`src/operand_addr_pkg.sv`:
```
package operand_addr_pkg;

  // One linear space for RAM, registers, I/O and program memory
  localparam int ADDR_W = 16;
  localparam int DATA_W = 8;

  localparam logic [7:0]  ZERO_PAGE_HIGH = 8'h00;
  localparam logic [15:0] PC_STEP        = 16'h0001;
  localparam logic [15:0] ADDR_RESET     = 16'h0000;
  localparam logic [7:0]  BYTE_RESET     = 8'h00;
  localparam logic [7:0]  DEC_STEP       = 8'h01;

  // Bytes pulled back on return and bytes refilled into the pipeline
  localparam logic [2:0]  RTI_FRAME_BYTES = 3'h5;
  localparam logic [2:0]  PIPE_FILL_BYTES = 3'h3;

  typedef enum logic [1:0] {
    register_only_mode  = 2'h0,
    inline_operand_mode = 2'h1,
    zero_page_mode      = 2'h2,
    pc_offset_mode      = 2'h3
  } mode_type;

  typedef enum logic [3:0] {
    kind_load                    = 4'h0,
    kind_store                   = 4'h1,
    kind_move                    = 4'h2,
    kind_branch                  = 4'h3,
    branch_if_bit_clear          = 4'h4,
    branch_if_bit_set            = 4'h5,
    compare_branch_if_equal      = 4'h6,
    decrement_branch_if_not_zero = 4'h7,
    return_from_interrupt        = 4'h8
  } kind_type;

  typedef enum logic [2:0] {
    st_idle   = 3'h0,
    st_src    = 3'h1,
    st_branch = 3'h3,
    st_done   = 3'h2,
    st_dst    = 3'h6,
    st_write  = 3'h7,
    st_pop    = 3'h5,
    st_fill   = 3'h4
  } state_type;

endpackage

```
`src/operand_addr_gen.sv`:
```
`timescale 1ns/10ps
module operand_addr_gen (
  // Clock and reset
  input  wire logic                       core_clk,
  input  wire logic                       reset,
  // Sequencer request
  input  wire logic                       start,
  input  wire operand_addr_pkg::kind_type kind,
  input  wire operand_addr_pkg::mode_type src_mode,
  input  wire operand_addr_pkg::mode_type dst_mode,
  input  wire logic                       wide_operand,
  input  wire logic [15:0]                opcode_addr,
  input  wire logic [2:0]                 bit_select,
  input  wire logic [7:0]                 reg_operand,
  input  wire logic [7:0]                 store_operand,
  input  wire logic [15:0]                stack_ptr,
  input  wire logic                       branch_cond,
  // Memory space
  output logic [15:0]                     mem_addr,
  output logic                            mem_read,
  output logic                            mem_write,
  output logic [7:0]                      mem_wdata,
  input  wire logic [7:0]                 mem_rdata,
  // Sequencer result
  output logic                            busy,
  output logic                            done,
  output logic [15:0]                     operand,
  output logic [15:0]                     operand_addr,
  output logic [15:0]                     next_pc,
  output logic                            branch_taken,
  output logic [15:0]                     stack_out,
  output logic                            pop_valid,
  output logic [7:0]                      pop_data,
  output logic                            fill_valid,
  output logic [7:0]                      fill_data
);

  operand_addr_pkg::state_type state_q;
  operand_addr_pkg::kind_type  kind_q;
  operand_addr_pkg::mode_type  src_mode_q;
  operand_addr_pkg::mode_type  dst_mode_q;
  logic                        wide_q;
  logic [2:0]                  bit_q;
  logic [7:0]                  reg_q;
  logic [7:0]                  store_q;
  logic                        cond_q;
  logic                        step_q;
  logic [2:0]                  count_q;
  logic [15:0]                 ptr_q;
  logic [15:0]                 sp_q;
  logic [15:0]                 ea_q;
  logic [15:0]                 operand_q;
  logic [15:0]                 next_pc_q;
  logic                        taken_q;
  logic [15:0]                 mem_addr_q;
  logic                        mem_read_q;
  logic                        mem_write_q;
  logic [7:0]                  mem_wdata_q;
  logic                        busy_q;
  logic                        done_q;
  logic                        pop_valid_q;
  logic [7:0]                  pop_data_q;
  logic                        fill_valid_q;
  logic [7:0]                  fill_data_q;

  logic [15:0]                 ptr_next;
  logic [15:0]                 target;
  logic                        cond_true;
  logic [7:0]                  decremented;
  operand_addr_pkg::state_type after_src;

  localparam logic [2:0] RTI_LAST    = operand_addr_pkg::RTI_FRAME_BYTES - 3'h1;
  localparam logic [2:0] RTI_PC_HIGH = operand_addr_pkg::RTI_FRAME_BYTES - 3'h2;
  localparam logic [2:0] FILL_LAST   = operand_addr_pkg::PIPE_FILL_BYTES - 3'h1;

  // A read is answered in the same cycle, so each byte costs two cycles
  assign ptr_next = ptr_q + operand_addr_pkg::PC_STEP;

  always_comb begin
    unique case (kind_q)
      operand_addr_pkg::kind_load: after_src = operand_addr_pkg::st_done;
      operand_addr_pkg::kind_move: after_src = operand_addr_pkg::st_dst;
      default:                     after_src = operand_addr_pkg::st_branch;
    endcase
  end

  branch_test u_test (
    .kind        (kind_q),
    .operand     (operand_q[7:0]),
    .bit_select  (bit_q),
    .compare     (reg_q),
    .cond_in     (cond_q),
    .taken       (cond_true),
    .decremented (decremented)
  );

  // Base is the address after the displacement byte
  branch_target u_target (
    .base_pc      (ptr_next),
    .displacement (mem_rdata),
    .target       (target)
  );

  // Request capture and sequencing
  always_ff @(posedge core_clk or posedge reset) begin
    if (reset) begin
      state_q      <= operand_addr_pkg::st_idle;
      kind_q       <= operand_addr_pkg::kind_load;
      src_mode_q   <= operand_addr_pkg::register_only_mode;
      dst_mode_q   <= operand_addr_pkg::register_only_mode;
      wide_q       <= 1'b0;
      bit_q        <= 3'h0;
      reg_q        <= operand_addr_pkg::BYTE_RESET;
      store_q      <= operand_addr_pkg::BYTE_RESET;
      cond_q       <= 1'b0;
      step_q       <= 1'b0;
      count_q      <= 3'h0;
      ptr_q        <= operand_addr_pkg::ADDR_RESET;
      sp_q         <= operand_addr_pkg::ADDR_RESET;
      ea_q         <= operand_addr_pkg::ADDR_RESET;
      operand_q    <= operand_addr_pkg::ADDR_RESET;
      next_pc_q    <= operand_addr_pkg::ADDR_RESET;
      taken_q      <= 1'b0;
      mem_addr_q   <= operand_addr_pkg::ADDR_RESET;
      mem_read_q   <= 1'b0;
      mem_write_q  <= 1'b0;
      mem_wdata_q  <= operand_addr_pkg::BYTE_RESET;
      busy_q       <= 1'b0;
      done_q       <= 1'b0;
      pop_valid_q  <= 1'b0;
      pop_data_q   <= operand_addr_pkg::BYTE_RESET;
      fill_valid_q <= 1'b0;
      fill_data_q  <= operand_addr_pkg::BYTE_RESET;
    end else begin
      mem_read_q   <= 1'b0;
      mem_write_q  <= 1'b0;
      done_q       <= 1'b0;
      pop_valid_q  <= 1'b0;
      fill_valid_q <= 1'b0;
      unique case (state_q)
        operand_addr_pkg::st_idle: begin
          if (start) begin
            kind_q     <= kind;
            src_mode_q <= src_mode;
            dst_mode_q <= dst_mode;
            wide_q     <= wide_operand;
            bit_q      <= bit_select;
            reg_q      <= reg_operand;
            store_q    <= store_operand;
            cond_q     <= branch_cond;
            sp_q       <= stack_ptr;
            ptr_q      <= opcode_addr + operand_addr_pkg::PC_STEP;
            step_q     <= 1'b0;
            count_q    <= 3'h0;
            taken_q    <= 1'b0;
            busy_q     <= 1'b1;
            if (kind == operand_addr_pkg::return_from_interrupt) begin
              state_q <= operand_addr_pkg::st_pop;
            end else if (kind == operand_addr_pkg::kind_branch) begin
              state_q <= operand_addr_pkg::st_branch;
            end else if (kind == operand_addr_pkg::kind_store) begin
              state_q <= operand_addr_pkg::st_dst;
            end else begin
              state_q <= operand_addr_pkg::st_src;
            end
          end
        end
        operand_addr_pkg::st_src: begin
          unique case (src_mode_q)
            operand_addr_pkg::inline_operand_mode: begin
              if (!mem_read_q) begin
                mem_read_q <= 1'b1;
                mem_addr_q <= ptr_q;
              end else begin
                ptr_q <= ptr_next;
                if (wide_q && !step_q) begin
                  operand_q[15:8] <= mem_rdata;
                  step_q          <= 1'b1;
                end else begin
                  if (wide_q) begin
                    operand_q[7:0] <= mem_rdata;
                  end else begin
                    operand_q <= {8'h00, mem_rdata};
                  end
                  step_q  <= 1'b0;
                  state_q <= after_src;
                end
              end
            end
            operand_addr_pkg::zero_page_mode: begin
              if (!mem_read_q) begin
                mem_read_q <= 1'b1;
                mem_addr_q <= step_q ? ea_q : ptr_q;
              end else if (!step_q) begin
                ea_q   <= {operand_addr_pkg::ZERO_PAGE_HIGH, mem_rdata};
                ptr_q  <= ptr_next;
                step_q <= 1'b1;
              end else begin
                operand_q <= {8'h00, mem_rdata};
                step_q    <= 1'b0;
                state_q   <= after_src;
              end
            end
            operand_addr_pkg::register_only_mode, operand_addr_pkg::pc_offset_mode: begin
              // No memory cycle at all for register-only or PC-offset sources; both take reg_q
              operand_q <= {8'h00, reg_q};
              state_q   <= after_src;
            end
          endcase
        end
        operand_addr_pkg::st_dst: begin
          if (dst_mode_q == operand_addr_pkg::zero_page_mode) begin
            if (!mem_read_q) begin
              mem_read_q <= 1'b1;
              mem_addr_q <= ptr_q;
            end else begin
              ea_q    <= {operand_addr_pkg::ZERO_PAGE_HIGH, mem_rdata};
              ptr_q   <= ptr_next;
              state_q <= operand_addr_pkg::st_write;
            end
          end else begin
            // Register target: value handed back on operand
            if (kind_q == operand_addr_pkg::kind_store) begin
              operand_q <= {8'h00, store_q};
            end
            next_pc_q <= ptr_q;
            state_q   <= operand_addr_pkg::st_done;
          end
        end
        operand_addr_pkg::st_write: begin
          mem_write_q <= 1'b1;
          mem_addr_q  <= ea_q;
          mem_wdata_q <= (kind_q == operand_addr_pkg::kind_store) ? store_q : operand_q[7:0];
          // Counter write-back keeps the branch result already chosen
          if (kind_q != operand_addr_pkg::decrement_branch_if_not_zero) next_pc_q <= ptr_q;
          state_q     <= operand_addr_pkg::st_done;
        end
        operand_addr_pkg::st_branch: begin
          if (!mem_read_q) begin
            mem_read_q <= 1'b1;
            mem_addr_q <= ptr_q;
          end else begin
            ptr_q   <= ptr_next;
            taken_q <= cond_true;
            next_pc_q <= cond_true ? target : ptr_next;
            if (kind_q == operand_addr_pkg::decrement_branch_if_not_zero) begin
              operand_q <= {8'h00, decremented};
            end
            // Memory counter written back after the decrement
            if (kind_q == operand_addr_pkg::decrement_branch_if_not_zero &&
                src_mode_q == operand_addr_pkg::zero_page_mode) begin
              state_q <= operand_addr_pkg::st_write;
            end else begin
              state_q <= operand_addr_pkg::st_done;
            end
          end
        end
        operand_addr_pkg::st_pop: begin
          if (!mem_read_q) begin
            mem_read_q <= 1'b1;
            mem_addr_q <= sp_q + operand_addr_pkg::PC_STEP;
          end else begin
            sp_q        <= sp_q + operand_addr_pkg::PC_STEP;
            pop_valid_q <= 1'b1;
            pop_data_q  <= mem_rdata;
            count_q     <= count_q + 3'h1;
            // Counter pair comes off last, high byte first
            if (count_q == RTI_PC_HIGH) begin
              ptr_q[15:8] <= mem_rdata;
            end
            if (count_q == RTI_LAST) begin
              ptr_q[7:0] <= mem_rdata;
              next_pc_q  <= {ptr_q[15:8], mem_rdata};
              count_q    <= 3'h0;
              state_q    <= operand_addr_pkg::st_fill;
            end
          end
        end
        operand_addr_pkg::st_fill: begin
          if (!mem_read_q) begin
            mem_read_q <= 1'b1;
            mem_addr_q <= ptr_q;
          end else begin
            ptr_q        <= ptr_next;
            fill_valid_q <= 1'b1;
            fill_data_q  <= mem_rdata;
            count_q      <= count_q + 3'h1;
            if (count_q == FILL_LAST) begin
              count_q <= 3'h0;
              state_q <= operand_addr_pkg::st_done;
            end
          end
        end
        operand_addr_pkg::st_done: begin
          done_q  <= 1'b1;
          busy_q  <= 1'b0;
          if (kind_q == operand_addr_pkg::kind_load) next_pc_q <= ptr_q;
          state_q <= operand_addr_pkg::st_idle;
        end
      endcase
    end
  end

  assign mem_addr     = mem_addr_q;
  assign mem_read     = mem_read_q;
  assign mem_write    = mem_write_q;
  assign mem_wdata    = mem_wdata_q;
  assign busy         = busy_q;
  assign done         = done_q;
  assign operand      = operand_q;
  assign operand_addr = ea_q;
  assign next_pc      = next_pc_q;
  assign branch_taken = taken_q;
  assign stack_out    = sp_q;
  assign pop_valid    = pop_valid_q;
  assign pop_data     = pop_data_q;
  assign fill_valid   = fill_valid_q;
  assign fill_data    = fill_data_q;

endmodule // operand_addr_gen

```
`src/branch_test.sv`:
```
`timescale 1ns/10ps
module branch_test (
  // Request
  input  wire operand_addr_pkg::kind_type kind,
  input  wire logic [7:0]                 operand,
  input  wire logic [2:0]                 bit_select,
  input  wire logic [7:0]                 compare,
  input  wire logic                       cond_in,
  // Result
  output logic                            taken,
  output logic [7:0]                      decremented
);

  assign decremented = operand - operand_addr_pkg::DEC_STEP;

  always_comb begin
    unique case (kind)
      operand_addr_pkg::branch_if_bit_clear:          taken = ~operand[bit_select];
      operand_addr_pkg::branch_if_bit_set:            taken = operand[bit_select];
      operand_addr_pkg::compare_branch_if_equal:      taken = (operand == compare);
      operand_addr_pkg::decrement_branch_if_not_zero: taken = (decremented != 8'h00);
      operand_addr_pkg::kind_branch:                  taken = cond_in;
      default:                                        taken = 1'b0;
    endcase
  end

endmodule // branch_test

```
`src/branch_target.sv`:
```
`timescale 1ns/10ps
module branch_target (
  // Inputs
  input  wire logic [15:0] base_pc,
  input  wire logic [7:0]  displacement,
  // Result
  output logic [15:0]      target
);

  // Signed offset widened to the full address before the add
  assign target = base_pc + {{8{displacement[7]}}, displacement};

endmodule // branch_target

```
`config.mk`:
```
export PLATFORM = sky130hd
export DESIGN_NAME = operand_addr_gen
export DESIGN_NICKNAME = d
export VERILOG_FILES = /design/src/operand_addr_pkg.sv /design/src/operand_addr_gen.sv /design/src/branch_test.sv /design/src/branch_target.sv
export SDC_FILE = /design/constraint.sdc
export NUM_CORES = 1
export LEC_CHECK = 0
export ABC_AREA = 1
export BUFFER_PORTS_ARGS = -buffer_cell sky130_fd_sc_hd__buf_2
export CORE_MARGIN = 8
export CORE_UTILIZATION = 40
export DETAILED_ROUTE_END_ITERATION = 8
export GPL_TIMING_DRIVEN = 0
export PLACE_DENSITY = 0.59
export SETUP_SLACK_MARGIN = 0.3
export SLEW_MARGIN = 20
export SYNTH_ARGS = -nofsm -noshare
export SYNTH_HDL_FRONTEND = slang
export SYNTH_SLANG_ARGS = --single-unit
```
`constraint.sdc`:
```
create_clock -name core_clk -period 12.3 [get_ports core_clk]
set_input_delay 1.23 -clock core_clk [delete_from_list [all_inputs] [get_ports core_clk]]
set_output_delay 1.23 -clock core_clk [all_outputs]
set_load 0.01 [all_outputs]
```
==> flow_summary.ini, run 1 <==
[job]
maxCapViolations = 0

[clock_network]
clockRootBuffer = clkbuf_16
ctsResizeCount = 0
clk_pin_slew_ns = 0.08
clkLatencyLatePin_ns = 0.45
clock_path_buffers = 2
htreeDepth = 4
cts_sinks = 155
numCtsBuffers = 17
postCtsHoldBufs = 0
cts_tree = done
cts_setup_buffers = 0

[power_and_ir_drop]
intPower_mw = 1.83
clock_power_share_pct = 14.0
seqPwrFrac_pct = 25.9
total_power_mw = 3.87
power_density_mw_per_mm2 = 313
power.leakage_nw = 6.12
switching_share_pct = 52.8
combinationalPowerShare_pct = 60.1
peakVddDrop_mv = 0.108
p_sw_mw = 2.04

[grt]
grt_max_degree = 80
track_usage_pct = 24.3
grt_pass1_vias = 10700
grt_pass1_wl_um = 60000
overflow = 0
grt_antenna_before_repair = 1

[sta]
layout_min_cycle_time_ns = 3.51
fin_tns_setup_ns = 0
max_freq_mhz = 285
slew_violations = 0
hold_violations = 0
period_share_pct = 28.5
worst_pin_slew_ns = 0.895
relSlewSlack_pct = 40.1
rsz0062_at_grt = no
skew_ns = 0.0204
setup_violations = 0
setup_ws_ns = 8.79

[yosys]
synth_edf_count = 0
synth_xor_area_share_pct = 3.36
synth-simple-area-share_pct = 26.5
synth-compound-area-share_pct = 19.8
yosys-top-cells-area = dfrtp_1 (37%), nand2_1 (10%), o21ai_0 (7.3%)
syn_area_mm2 = 0.0104
synth_mux_area_share_pct = 0.865
synthArstFlopShare_pct = 100
synthFlopType = dfrtp_1
synth-seq-cells = 155
ys_seq_area_share_pct = 37.2
syn_area_per_cell_um2 = 7.09
yosys_warnings = 0
synth_top_area_share_pct = 37.2
postSynthCellCount = 1469
synth_fa_ha_area_share_pct = 3.31
synth_top_family_by_area = simple AND/OR/NAND/NOR gates
synth.distinct_cells = 55
synth_top_area_cell = dfrtp_1

[critical_path]
start_kind = flip-flop
crit_required_ns = 12.63
r2r_start = ptr_q[0]$_DFFE_PP0P_
arrival_ns = 3.84
rr_worst_depth = 23
ff2ff_setup_slack_ns = 8.79
criticalPathCategory = reg2reg
end_kind = flip-flop
worstPathMaxFanout = 5
r2r-end = next_pc[15]$_DFFE_PP0P_

[floorplanning]
core_mm2 = 0.0258
die_area_mm2 = 0.0315
die_y_um = 177
ioPinCount = 183
initial_utilization_pct = 40.3
dieWidth_um = 177
row_count = 59

[drt]
wl_per_cell_um = 19.2
wirelength_um = 38800
viasPerCell = 5.46
detail-route-antenna-nets = 0
vias = 11000
drtIter0Drc = 1071
drt_pass1_iterations = 6
route.detailed.drc = 0

[status]
status = finished, final reports clean

[layout]
finalNetCount = 1769
syn_to_final_growth_pct = 18.7
nFillCells = 2670
drive_gt1_share_pct = 16.7
instances_no_fill = 2019

[placement]
post-place-cells = 1986
io_buffers = 174
dp_worst_setup_slack_ns = 8.86
place_hpwl_um = 30200
gp_congestion = 0.909

[worst_hold_path]
holdPathEnd = mem_wdata[1]$_DFFE_PP0P_
hold-path-cell-count = 2
hp-class = reg2reg
min-delay-start = mem_wdata[1]$_DFFE_PP0P_
-- worst max-delay path, cell delays in order, from the launching register on --
cell	delay, ns
dfrtp_1	0.44
ha_1	0.22
nand2_1	0.08
nor2_1	0.25
nand2_1	0.16
nor2_1	0.23
inv_1	0.08
o21ai_0	0.23
inv_1	0.16
ha_1	0.36
nand2_1	0.10
nand2_1	0.07
nand2_1	0.06
nand2_1	0.06
nand2_1	0.06
nand3_1	0.06
a21oi_1	0.24
nand3_1	0.11
nand2_1	0.09
nand2_1	0.05
nand2_1	0.06
nand2_1	0.06
nand2_1	0.11
nand2_1	0.06
-- flip-flops by register name, indices dropped and copies added, names as in the netlist, 3 cells and up --
| name | count |
|---|---|
| mem_addr | 16 |
| next_pc | 16 |
| operand | 16 |
| ptr_q | 16 |
| stack_out | 16 |
| fill_data | 8 |
| mem_wdata | 8 |
| operand_addr | 8 |
| pop_data | 8 |
| reg_q | 8 |
| store_q | 8 |
| kind_q | 4 |
| bit_q | 3 |
| count_q | 3 |
| state_q | 3 |
-- worst max path at each step --
stage | from | slack [ns] | end | cells past startpoint
detailed placement | ptr_q[0]$_DFFE_PP0P_ | 8.86 | next_pc[15]$_DFFE_PP0P_ | 23
global route | ptr_q[0]$_DFFE_PP0P_ | 8.44 | next_pc[15]$_DFFE_PP0P_ | 23
CTS | ptr_q[0]$_DFFE_PP0P_ | 8.84 | next_pc[15]$_DFFE_PP0P_ | 23
finish | ptr_q[0]$_DFFE_PP0P_ | 8.79 | next_pc[15]$_DFFE_PP0P_ | 23
floorplan | reset | 6.89 | bit_q[0]$_DFFE_PP0P_ | 1
global placement | reset | 4.82 | next_pc[9]$_DFFE_PP0P_ | 2
-- cell type report --
type	instances	area (um2)	share of cell area, %
antenna	1	2.50	0.0202
inverter	173	657	5.31
sequential	155	3880	31.4
clock inverter	14	165	1.34
buffer	55	272	2.20
tap	335	419	3.39
multi-input combinational	1093	5650	45.7
timing repair buffer	175	898	7.26
clock buffer	18	429	3.47
-- placed cells by master, fill, tap and decap left out, types with 4 or more instances in the layout --
cell type  instances
a211oi_1           6
a21oi_1          120
a221oi_1           9
a22oi_1           11
buf_1              5
buf_2            187
buf_4             11
clkbuf_1          26
clkbuf_16         17
clkinv_8           4
conb_1             8
dfrtp_1          155
ha_1              26
inv_1            156
inv_2             13
inv_8              6
mux2_2             8
nand2_1          281
nand2_2            8
nand3_1          103
nand4_1           16
nor2_1           176
nor2_2             4
nor3_1            34
nor4_1             6
o211ai_1          11
o21a_1             8
o21ai_0          151
o21ai_1           13
o221ai_1           4
o22ai_1           11
xnor2_1           15
xor2_1            25
-- per-stage QoR --
| stage | instance area [um2] | hold WS [ns] | util [%] |
|---|---|---|---|
| 2_1_floorplan | 10400 | 0.453 | - |
| 3_3_place_gp | 11700 | 0.463 | 45.4 |
| 3_5_place_dp | 11800 | 0.470 | 45.6 |
| 4_1_cts | 12400 | 0.490 | 47.9 |
| 5_1_grt | 12400 | 0.507 | 47.9 |
| 6_report | 12400 | 0.489 | 47.9 |
-- routing by layer --
metal / vias up / wire (um) / GRT usage, %
met4: 0 / 912 / 7.71
li1: 5346 / - / -
met3: 49 / 2980 / 4.89
met5: - / 0 / 0
met2: 468 / 17200 / 37.2
met1: 5165 / 17700 / 33.9
-- logic make-up after synthesis --
logic type      after synthesis
compound gates              367
simple gates                643
xor+xnor                     40
other cells                   1
buf+inv                     228
mux                           8
fa+ha+maj                    27
flops                       155
-- cell usage after synthesis (all sizes together), types with 9 or more instances --
| cell | n |
|---|---|
| a21oi | 121 |
| a221oi | 9 |
| a22oi | 11 |
| buf | 30 |
| clkbuf | 25 |
| dfrtp | 155 |
| ha | 26 |
| inv | 170 |
| nand2 | 290 |
| nand3 | 105 |
| nand4 | 16 |
| nor2 | 183 |
| nor3 | 35 |
| o211ai | 11 |
| o21ai | 165 |
| o22ai | 11 |
| xnor2 | 15 |
| xor2 | 25 |
-- power by group through the flow --
stage               Combinational [mW]  Sequential [mW]  Clock (mW)
floorplan                         1.50             1.02           0
global placement                  2.28             1.00           0
detailed placement                2.29             1.01           0
CTS                               2.31            0.998       0.548
global route                      2.60             1.04       0.569
finish                            2.33             1.00       0.540
No activity file was read; power rests on OpenSTA's default activity.
==> run 2: changes to the inputs <==
clock period = 3.5 ns   (was 12.3 ns; I/O delays follow)
==> run 2 against run 1 <==
Net effect: die area did not move; sequential power rose to 3.5 times the previous value; combinational power rose to 3.5 times the previous value; flip-flop and latch count did not move; critical path depth down 1; fmax up 14%; critical path type unchanged; critical endpoint unchanged; largest power group unchanged; highest routed layer unchanged.
==> flow_summary.ini, run 2 (synthesized netlist as in run 1, its figures left out) <==
[status]
status = finished, final reports clean

[clock_network]
clockRootBuffer = clkbuf_16
numCtsBuffers = 17
clkLatencyLatePin_ns = 0.44
cts_sinks = 155
clk_pin_slew_ns = 0.08
htreeDepth = 4
cts_tree = done
clock_path_buffers = 2

[grt]
grt_pass1_vias = 10800
grt_antenna_before_repair = 0
track_usage_pct = 24.7
grt_max_degree = 32
overflow = 0
grt_pass1_wl_um = 60800

[power_and_ir_drop]
p_sw_mw = 7.16
total_power_mw = 13.7
intPower_mw = 6.53
seqPwrFrac_pct = 25.8
clock_power_share_pct = 14.1
power_density_mw_per_mm2 = 1090
peakVddDrop_mv = 0.404
combinationalPowerShare_pct = 60.1
power.leakage_nw = 6.17
switching_share_pct = 52.3

[floorplanning]
ioPinCount = 183
row_count = 59
die_area_mm2 = 0.0315
die_y_um = 177
initial_utilization_pct = 40.3
core_mm2 = 0.0258
dieWidth_um = 177

[layout]
final_common_cell = nand2_1
drive_gt1_share_pct = 17.6
final_cell_mix = nand2_1 (280), buf_2 (187), nor2_1 (173)
finalNetCount = 1775
nFillCells = 2735
syn_to_final_growth_pct = 19.9
antenna_cells = 0

[sta]
relSlewSlack_pct = 40.2
setup_violations = 0
layout_min_cycle_time_ns = 3.07
fin_tns_setup_ns = 0
skew_ns = 0.0147
hold_violations = 0
slew_violations = 0
worst_pin_slew_ns = 0.889
max_freq_mhz = 326
period_share_pct = 87.6
rsz0062_at_grt = yes

[critical_path]
path_cells = ha_1 -> nand2_1 -> nor2_4 -> nand2_2 -> nor2_2 -> inv_1 -> nand2_1 -> nand2_1 -> inv_1 -> ha_1 -> nand2_1 -> a21oi_1 -> nor2_1 -> nand2_1 -> a21oi_2 -> nand3_1 -> nand2_1 -> nand2_1 -> nand2_1 -> nand2_1 -> nand2_1 -> nand2_1
cpMostUsedCell = nand2_1
criticalPathCategory = reg2reg
critPathTopFamily = simple AND/OR/NAND/NOR gates
cp_num_buf_inv = 2
worstPathMaxFanout = 4
arrival_ns = 3.40
start_kind = flip-flop
end_kind = flip-flop
crit_slowest_cell = dfrtp_1
crit_required_ns = 3.83
slowest_delay_ns = 0.42

[drt]
wirelength_um = 39100
route.detailed.drc = 0
vias = 11100
wl_per_cell_um = 19.3
drtIter0Drc = 1185
drt_pass1_iterations = 6
detail-route-antenna-nets = 0
viasPerCell = 5.47

[placement]
gp_congestion = 0.943
io_buffers = 174
place_hpwl_um = 30700

[job]
maxCapViolations = 0

[worst_hold_path]
hp-class = in2reg
==> run 2: changes by cell type in the layout (fill, tap and decap cells not counted), moves of 2 or more <==
cell | previous run | this run
inv_6 | 3 | 5
dfrtp_1 | 155 | 153
nor2_4 | 3 | 5
nor2_1 | 176 | 173
buf_12 | 0 | 5
clkbuf_1 | 26 | 23
clkinv_8 | 4 | 1
a21oi_1 | 120 | 118
inv_8 | 6 | 4
a21oi_2 | 1 | 3
clkbuf_2 | 0 | 3
dfrtp_2 | 0 | 2
==> run 2: power by group through the flow <==
stage,clock network (mW),registers [mW],logic [mW]
finish,1.93,3.53,8.22
global route,2.03,3.64,9.19
CTS,1.96,3.51,8.13
detailed placement,0,3.53,8.07
global placement,0,3.53,7.99
floorplan,0,3.57,5.26
==> run 2: worst paths after layout <==
kind	startpoint	end	slack (ns)	cells past startpoint
worst max-delay path	ptr_q[1]$_DFFE_PP0P_	next_pc[15]$_DFFE_PP0P_	0.43	22
worst min register to register	mem_wdata[1]$_DFFE_PP0P_	mem_wdata[1]$_DFFE_PP0P_	0.48	2
max in group asynchronous	reset	next_pc[6]$_DFFE_PP0P_	1.96	6
min in group asynchronous	reset	stack_out[9]$_DFFE_PP0P_	0.51	3
worst max register to register	ptr_q[1]$_DFFE_PP0P_	next_pc[15]$_DFFE_PP0P_	0.43	22
worst min-delay path	store_operand[2]	store_q[2]$_DFFE_PP0P_	0.14	2
==> run 2: layout make-up <==
cell class,instances,area [um2],area share (%)
buffer,55,275,2.20
clock buffer,19,443,3.54
clock inverter,13,149,1.19
inverter,173,653,5.23
multi-input combinational,1093,5690,45.5
sequential,155,3880,31.1
tap,335,419,3.35
timing repair buffer,181,988,7.91
==> run 2: stage by stage <==
step | hold slack [ns] | instances | worst slack [ns] | util, % | area (um2)
6_report | 0.141 | 2024 | 0.433 | 48.4 | 12500
5_1_grt | 0.136 | 2024 | 0.224 | 48.4 | 12500
4_1_cts | 0.133 | 2023 | 0.338 | 48.2 | 12500
3_5_place_dp | 0.436 | 1990 | -0.000610 | 45.8 | 11800
3_3_place_gp | 0.463 | 1985 | 0.0262 | 45.4 | 11700
2_1_floorplan | 0.453 | 1476 | 0.815 | - | 10500
==> run 2: routing by layer <==
metal / GRT usage, % / vias to the layer above / routed length (um)
li1: - / 5338 / -
met1: 34.1 / 5182 / 17400
met2: 38.5 / 493 / 17500
met3: 5.09 / 68 / 3250
met4: 7.12 / 0 / 942
met5: 0 / - / 0
==> run 2: worst reg2reg max path: cells and delay by family (launching register included) <==
kind	cells	cell delay [ns]
simple gates	16	1.51
buf+inv	2	0.21
fa+ha+maj	2	0.51
flops	1	0.42
compound gates	2	0.30
==> run 2: what timing repair did <==
| action | in CTS | in global routing |
|---|---|---|
| hold buffers | 1 | 0 |
| endpoints found under the setup margin | 4 | 6 |
| resized for setup | 5 | 13 |
| buffers inserted | 0 | 1 |
| hold endpoints to repair | 21 | 0 |
==> run 3: changes to the inputs <==
BUFFER_PORTS_ARGS = default   (was -buffer_cell sky130_fd_sc_hd__buf_2)
DONT_BUFFER_PORTS = 1   (was default)
PLACE_DENSITY = 0.53   (was 0.59)
SLEW_MARGIN = default   (was 20)
==> run 3 against run 2 <==
Net effect: clock skew up 0.0012 ns; critical path depth is 10 lower; combinational power decreased by 11%; via count down 6.3%; sequential share of layout area is 2.3 points higher; register-to-register slack gained 0.09 ns; power shrank 3.6%; critical endpoint is now operand[3]$_DFFE_PP0P_.
==> flow_summary.ini, run 3 (synthesized netlist as in run 1, its figures left out) <==
[critical_path]
r2r-end = operand[3]$_DFFE_PP0P_
rr_worst_depth = 12
start_kind = flip-flop
arrival_ns = 3.29
crit_path_start = src_mode_q[0]$_DFFE_PP0P_
crit_required_ns = 3.81
ff2ff_setup_slack_ns = 0.52
end_kind = flip-flop
worstPathMaxFanout = 10
criticalPathCategory = reg2reg
r2r_start = src_mode_q[0]$_DFFE_PP0P_

[worst_hold_path]
holdPathEnd = store_q[5]$_DFFE_PP0P_
hold-path-cell-count = 1
hp-class = in2reg
min-delay-start = store_operand[5]

[layout]
antenna_cells = 0
final_cell_area_mm2 = 0.0116
finalNetCount = 1603
syn_to_final_growth_pct = 11.7
regArea_mm2 = 0.00388
drive_gt1_share_pct = 8.70
multi_input_area_mm2 = 0.00570
final_cell_mix = nand2_1 (279), nor2_1 (172), inv_1 (153), dfrtp_1 (153), o21ai_0 (150)
final_common_cell = nand2_1
nFillCells = 2758

[placement]
dpl-instance-area_mm2 = 0.0109
gp_congestion = 0.925
io_buffers = 0
place_hpwl_um = 30800

[clock_network]
cts_sinks = 155
clock_path_buffers = 2
numCtsBuffers = 17
clk_pin_slew_ns = 0.08
clockRootBuffer = clkbuf_16
htreeDepth = 4
cts_tree = done
clkLatencyLatePin_ns = 0.44

[power_and_ir_drop]
combinationalPowerShare_pct = 55.8
seqPwrFrac_pct = 29.7
p_sw_mw = 7.11
intPower_mw = 6.07
switching_share_pct = 53.9
clock_power_share_pct = 14.5
power_density_mw_per_mm2 = 1130
peakVddDrop_mv = 0.412
power.leakage_nw = 5.48

[sta]
relSlewSlack_pct = 42.1
setup_violations = 0
slew_violations = 0
max_freq_mhz = 336
layout_min_cycle_time_ns = 2.98
period_share_pct = 85.0
worst_pin_slew_ns = 0.866
skew_ns = 0.0159
hold_violations = 0
rsz0062_at_grt = no
fin_tns_setup_ns = 0

[grt]
grt_pass1_vias = 10200
grt_max_degree = 39
grt_antenna_before_repair = 0
overflow = 0
grt_pass1_wl_um = 61100
track_usage_pct = 25.1

[job]
maxCapViolations = 0

[drt]
detail-route-antenna-nets = 0
wirelength_um = 39500
drt_pass1_iterations = 5
route.detailed.drc = 0
viasPerCell = 5.61
drtIter0Drc = 771
wl_per_cell_um = 21.3
vias = 10400

[floorplanning]
core_mm2 = 0.0258
die_y_um = 177
die_area_mm2 = 0.0315
initial_utilization_pct = 40.3
ioPinCount = 183
dieWidth_um = 177
row_count = 59

[status]
status = finished, final reports clean
run 3: cell count changes in the layout (fill, tap and decap cells not counted), sizes merged:
cell,before,now
buf,210,38
clkinv,6,9
bufinv,1,0
clkbuf,44,43
inv,178,177
run 3: how the worst max path moves through the flow:
stage	end	slack, ns	depth (start not counted)
3_5_place_dp	next_pc[15]$_DFFE_PP0P_	0.15	23
3_3_place_gp	next_pc[9]$_DFFE_PP0P_	0.12	1
2_1_floorplan	next_pc[15]$_DFFE_PP0P_	0.82	23
6_report	operand[3]$_DFFE_PP0P_	0.52	12
4_1_cts	next_pc[15]$_DFFE_PP0P_	0.32	23
5_1_grt	operand[3]$_DFFE_PP0P_	0.30	12
run 3: cell type report:
cell class,instances,area share [%]
buffer,55,2.36
clock buffer,18,3.69
clock inverter,14,1.42
inverter,173,5.61
multi-input combinational,1093,49.0
sequential,155,33.3
tap,335,3.60
timing repair buffer,9,1.03
run 3: critical path, stage by stage (launching register included):
cell and delay [ns]:
dfrtp_1 0.39, inv_1 0.10, ha_1 0.14, buf_2 0.26, inv_1 0.14, nor2_1 0.49, inv_1 0.21, nor2_1 0.30
nor3_1 0.15, nand3_1 0.28, inv_2 0.17, o221ai_1 0.10, o21ai_0 0.12
run 3: per-stage QoR:
step	hold slack, ns	total power [mW]	utilization (%)	setup slack [ns]	cells
after floorplan	0.453	8.84	-	0.815	1476
after global placement	0.487	11.1	42.1	0.115	1811
after detailed placement	0.324	11.1	42.4	0.148	1815
after CTS	0.0298	13.1	44.7	0.318	1848
after global routing	0.0284	14.3	45.1	0.303	1852
final	0.0425	13.2	45.1	0.525	1852
run 3: what timing repair did:
action	CTS	global route
hold buffers	1	0
endpoints found under the setup margin	3	7
endpoints found under the hold margin	23	0
buffers inserted	0	4
resized for setup	3	21
pin swaps	0	3
run 3: power groups by stage:
stage	sequential [mW]	combinational, mW	clock, mW
after detailed placement	3.97	7.15	0
after CTS	3.94	7.20	1.94
after global routing	4.05	8.27	2.00
final	3.92	7.35	1.91
after global placement	3.97	7.11	0
after floorplan	3.57	5.26	0
run 3: layer usage:
layer	part of all wire (%)	routed length [um]	global-route usage (%)
met5	0	0	0
met4	2.4	930	7.43
met3	8.6	3390	6.68
met2	44	17400	38.7
met1	45	17800	34.1
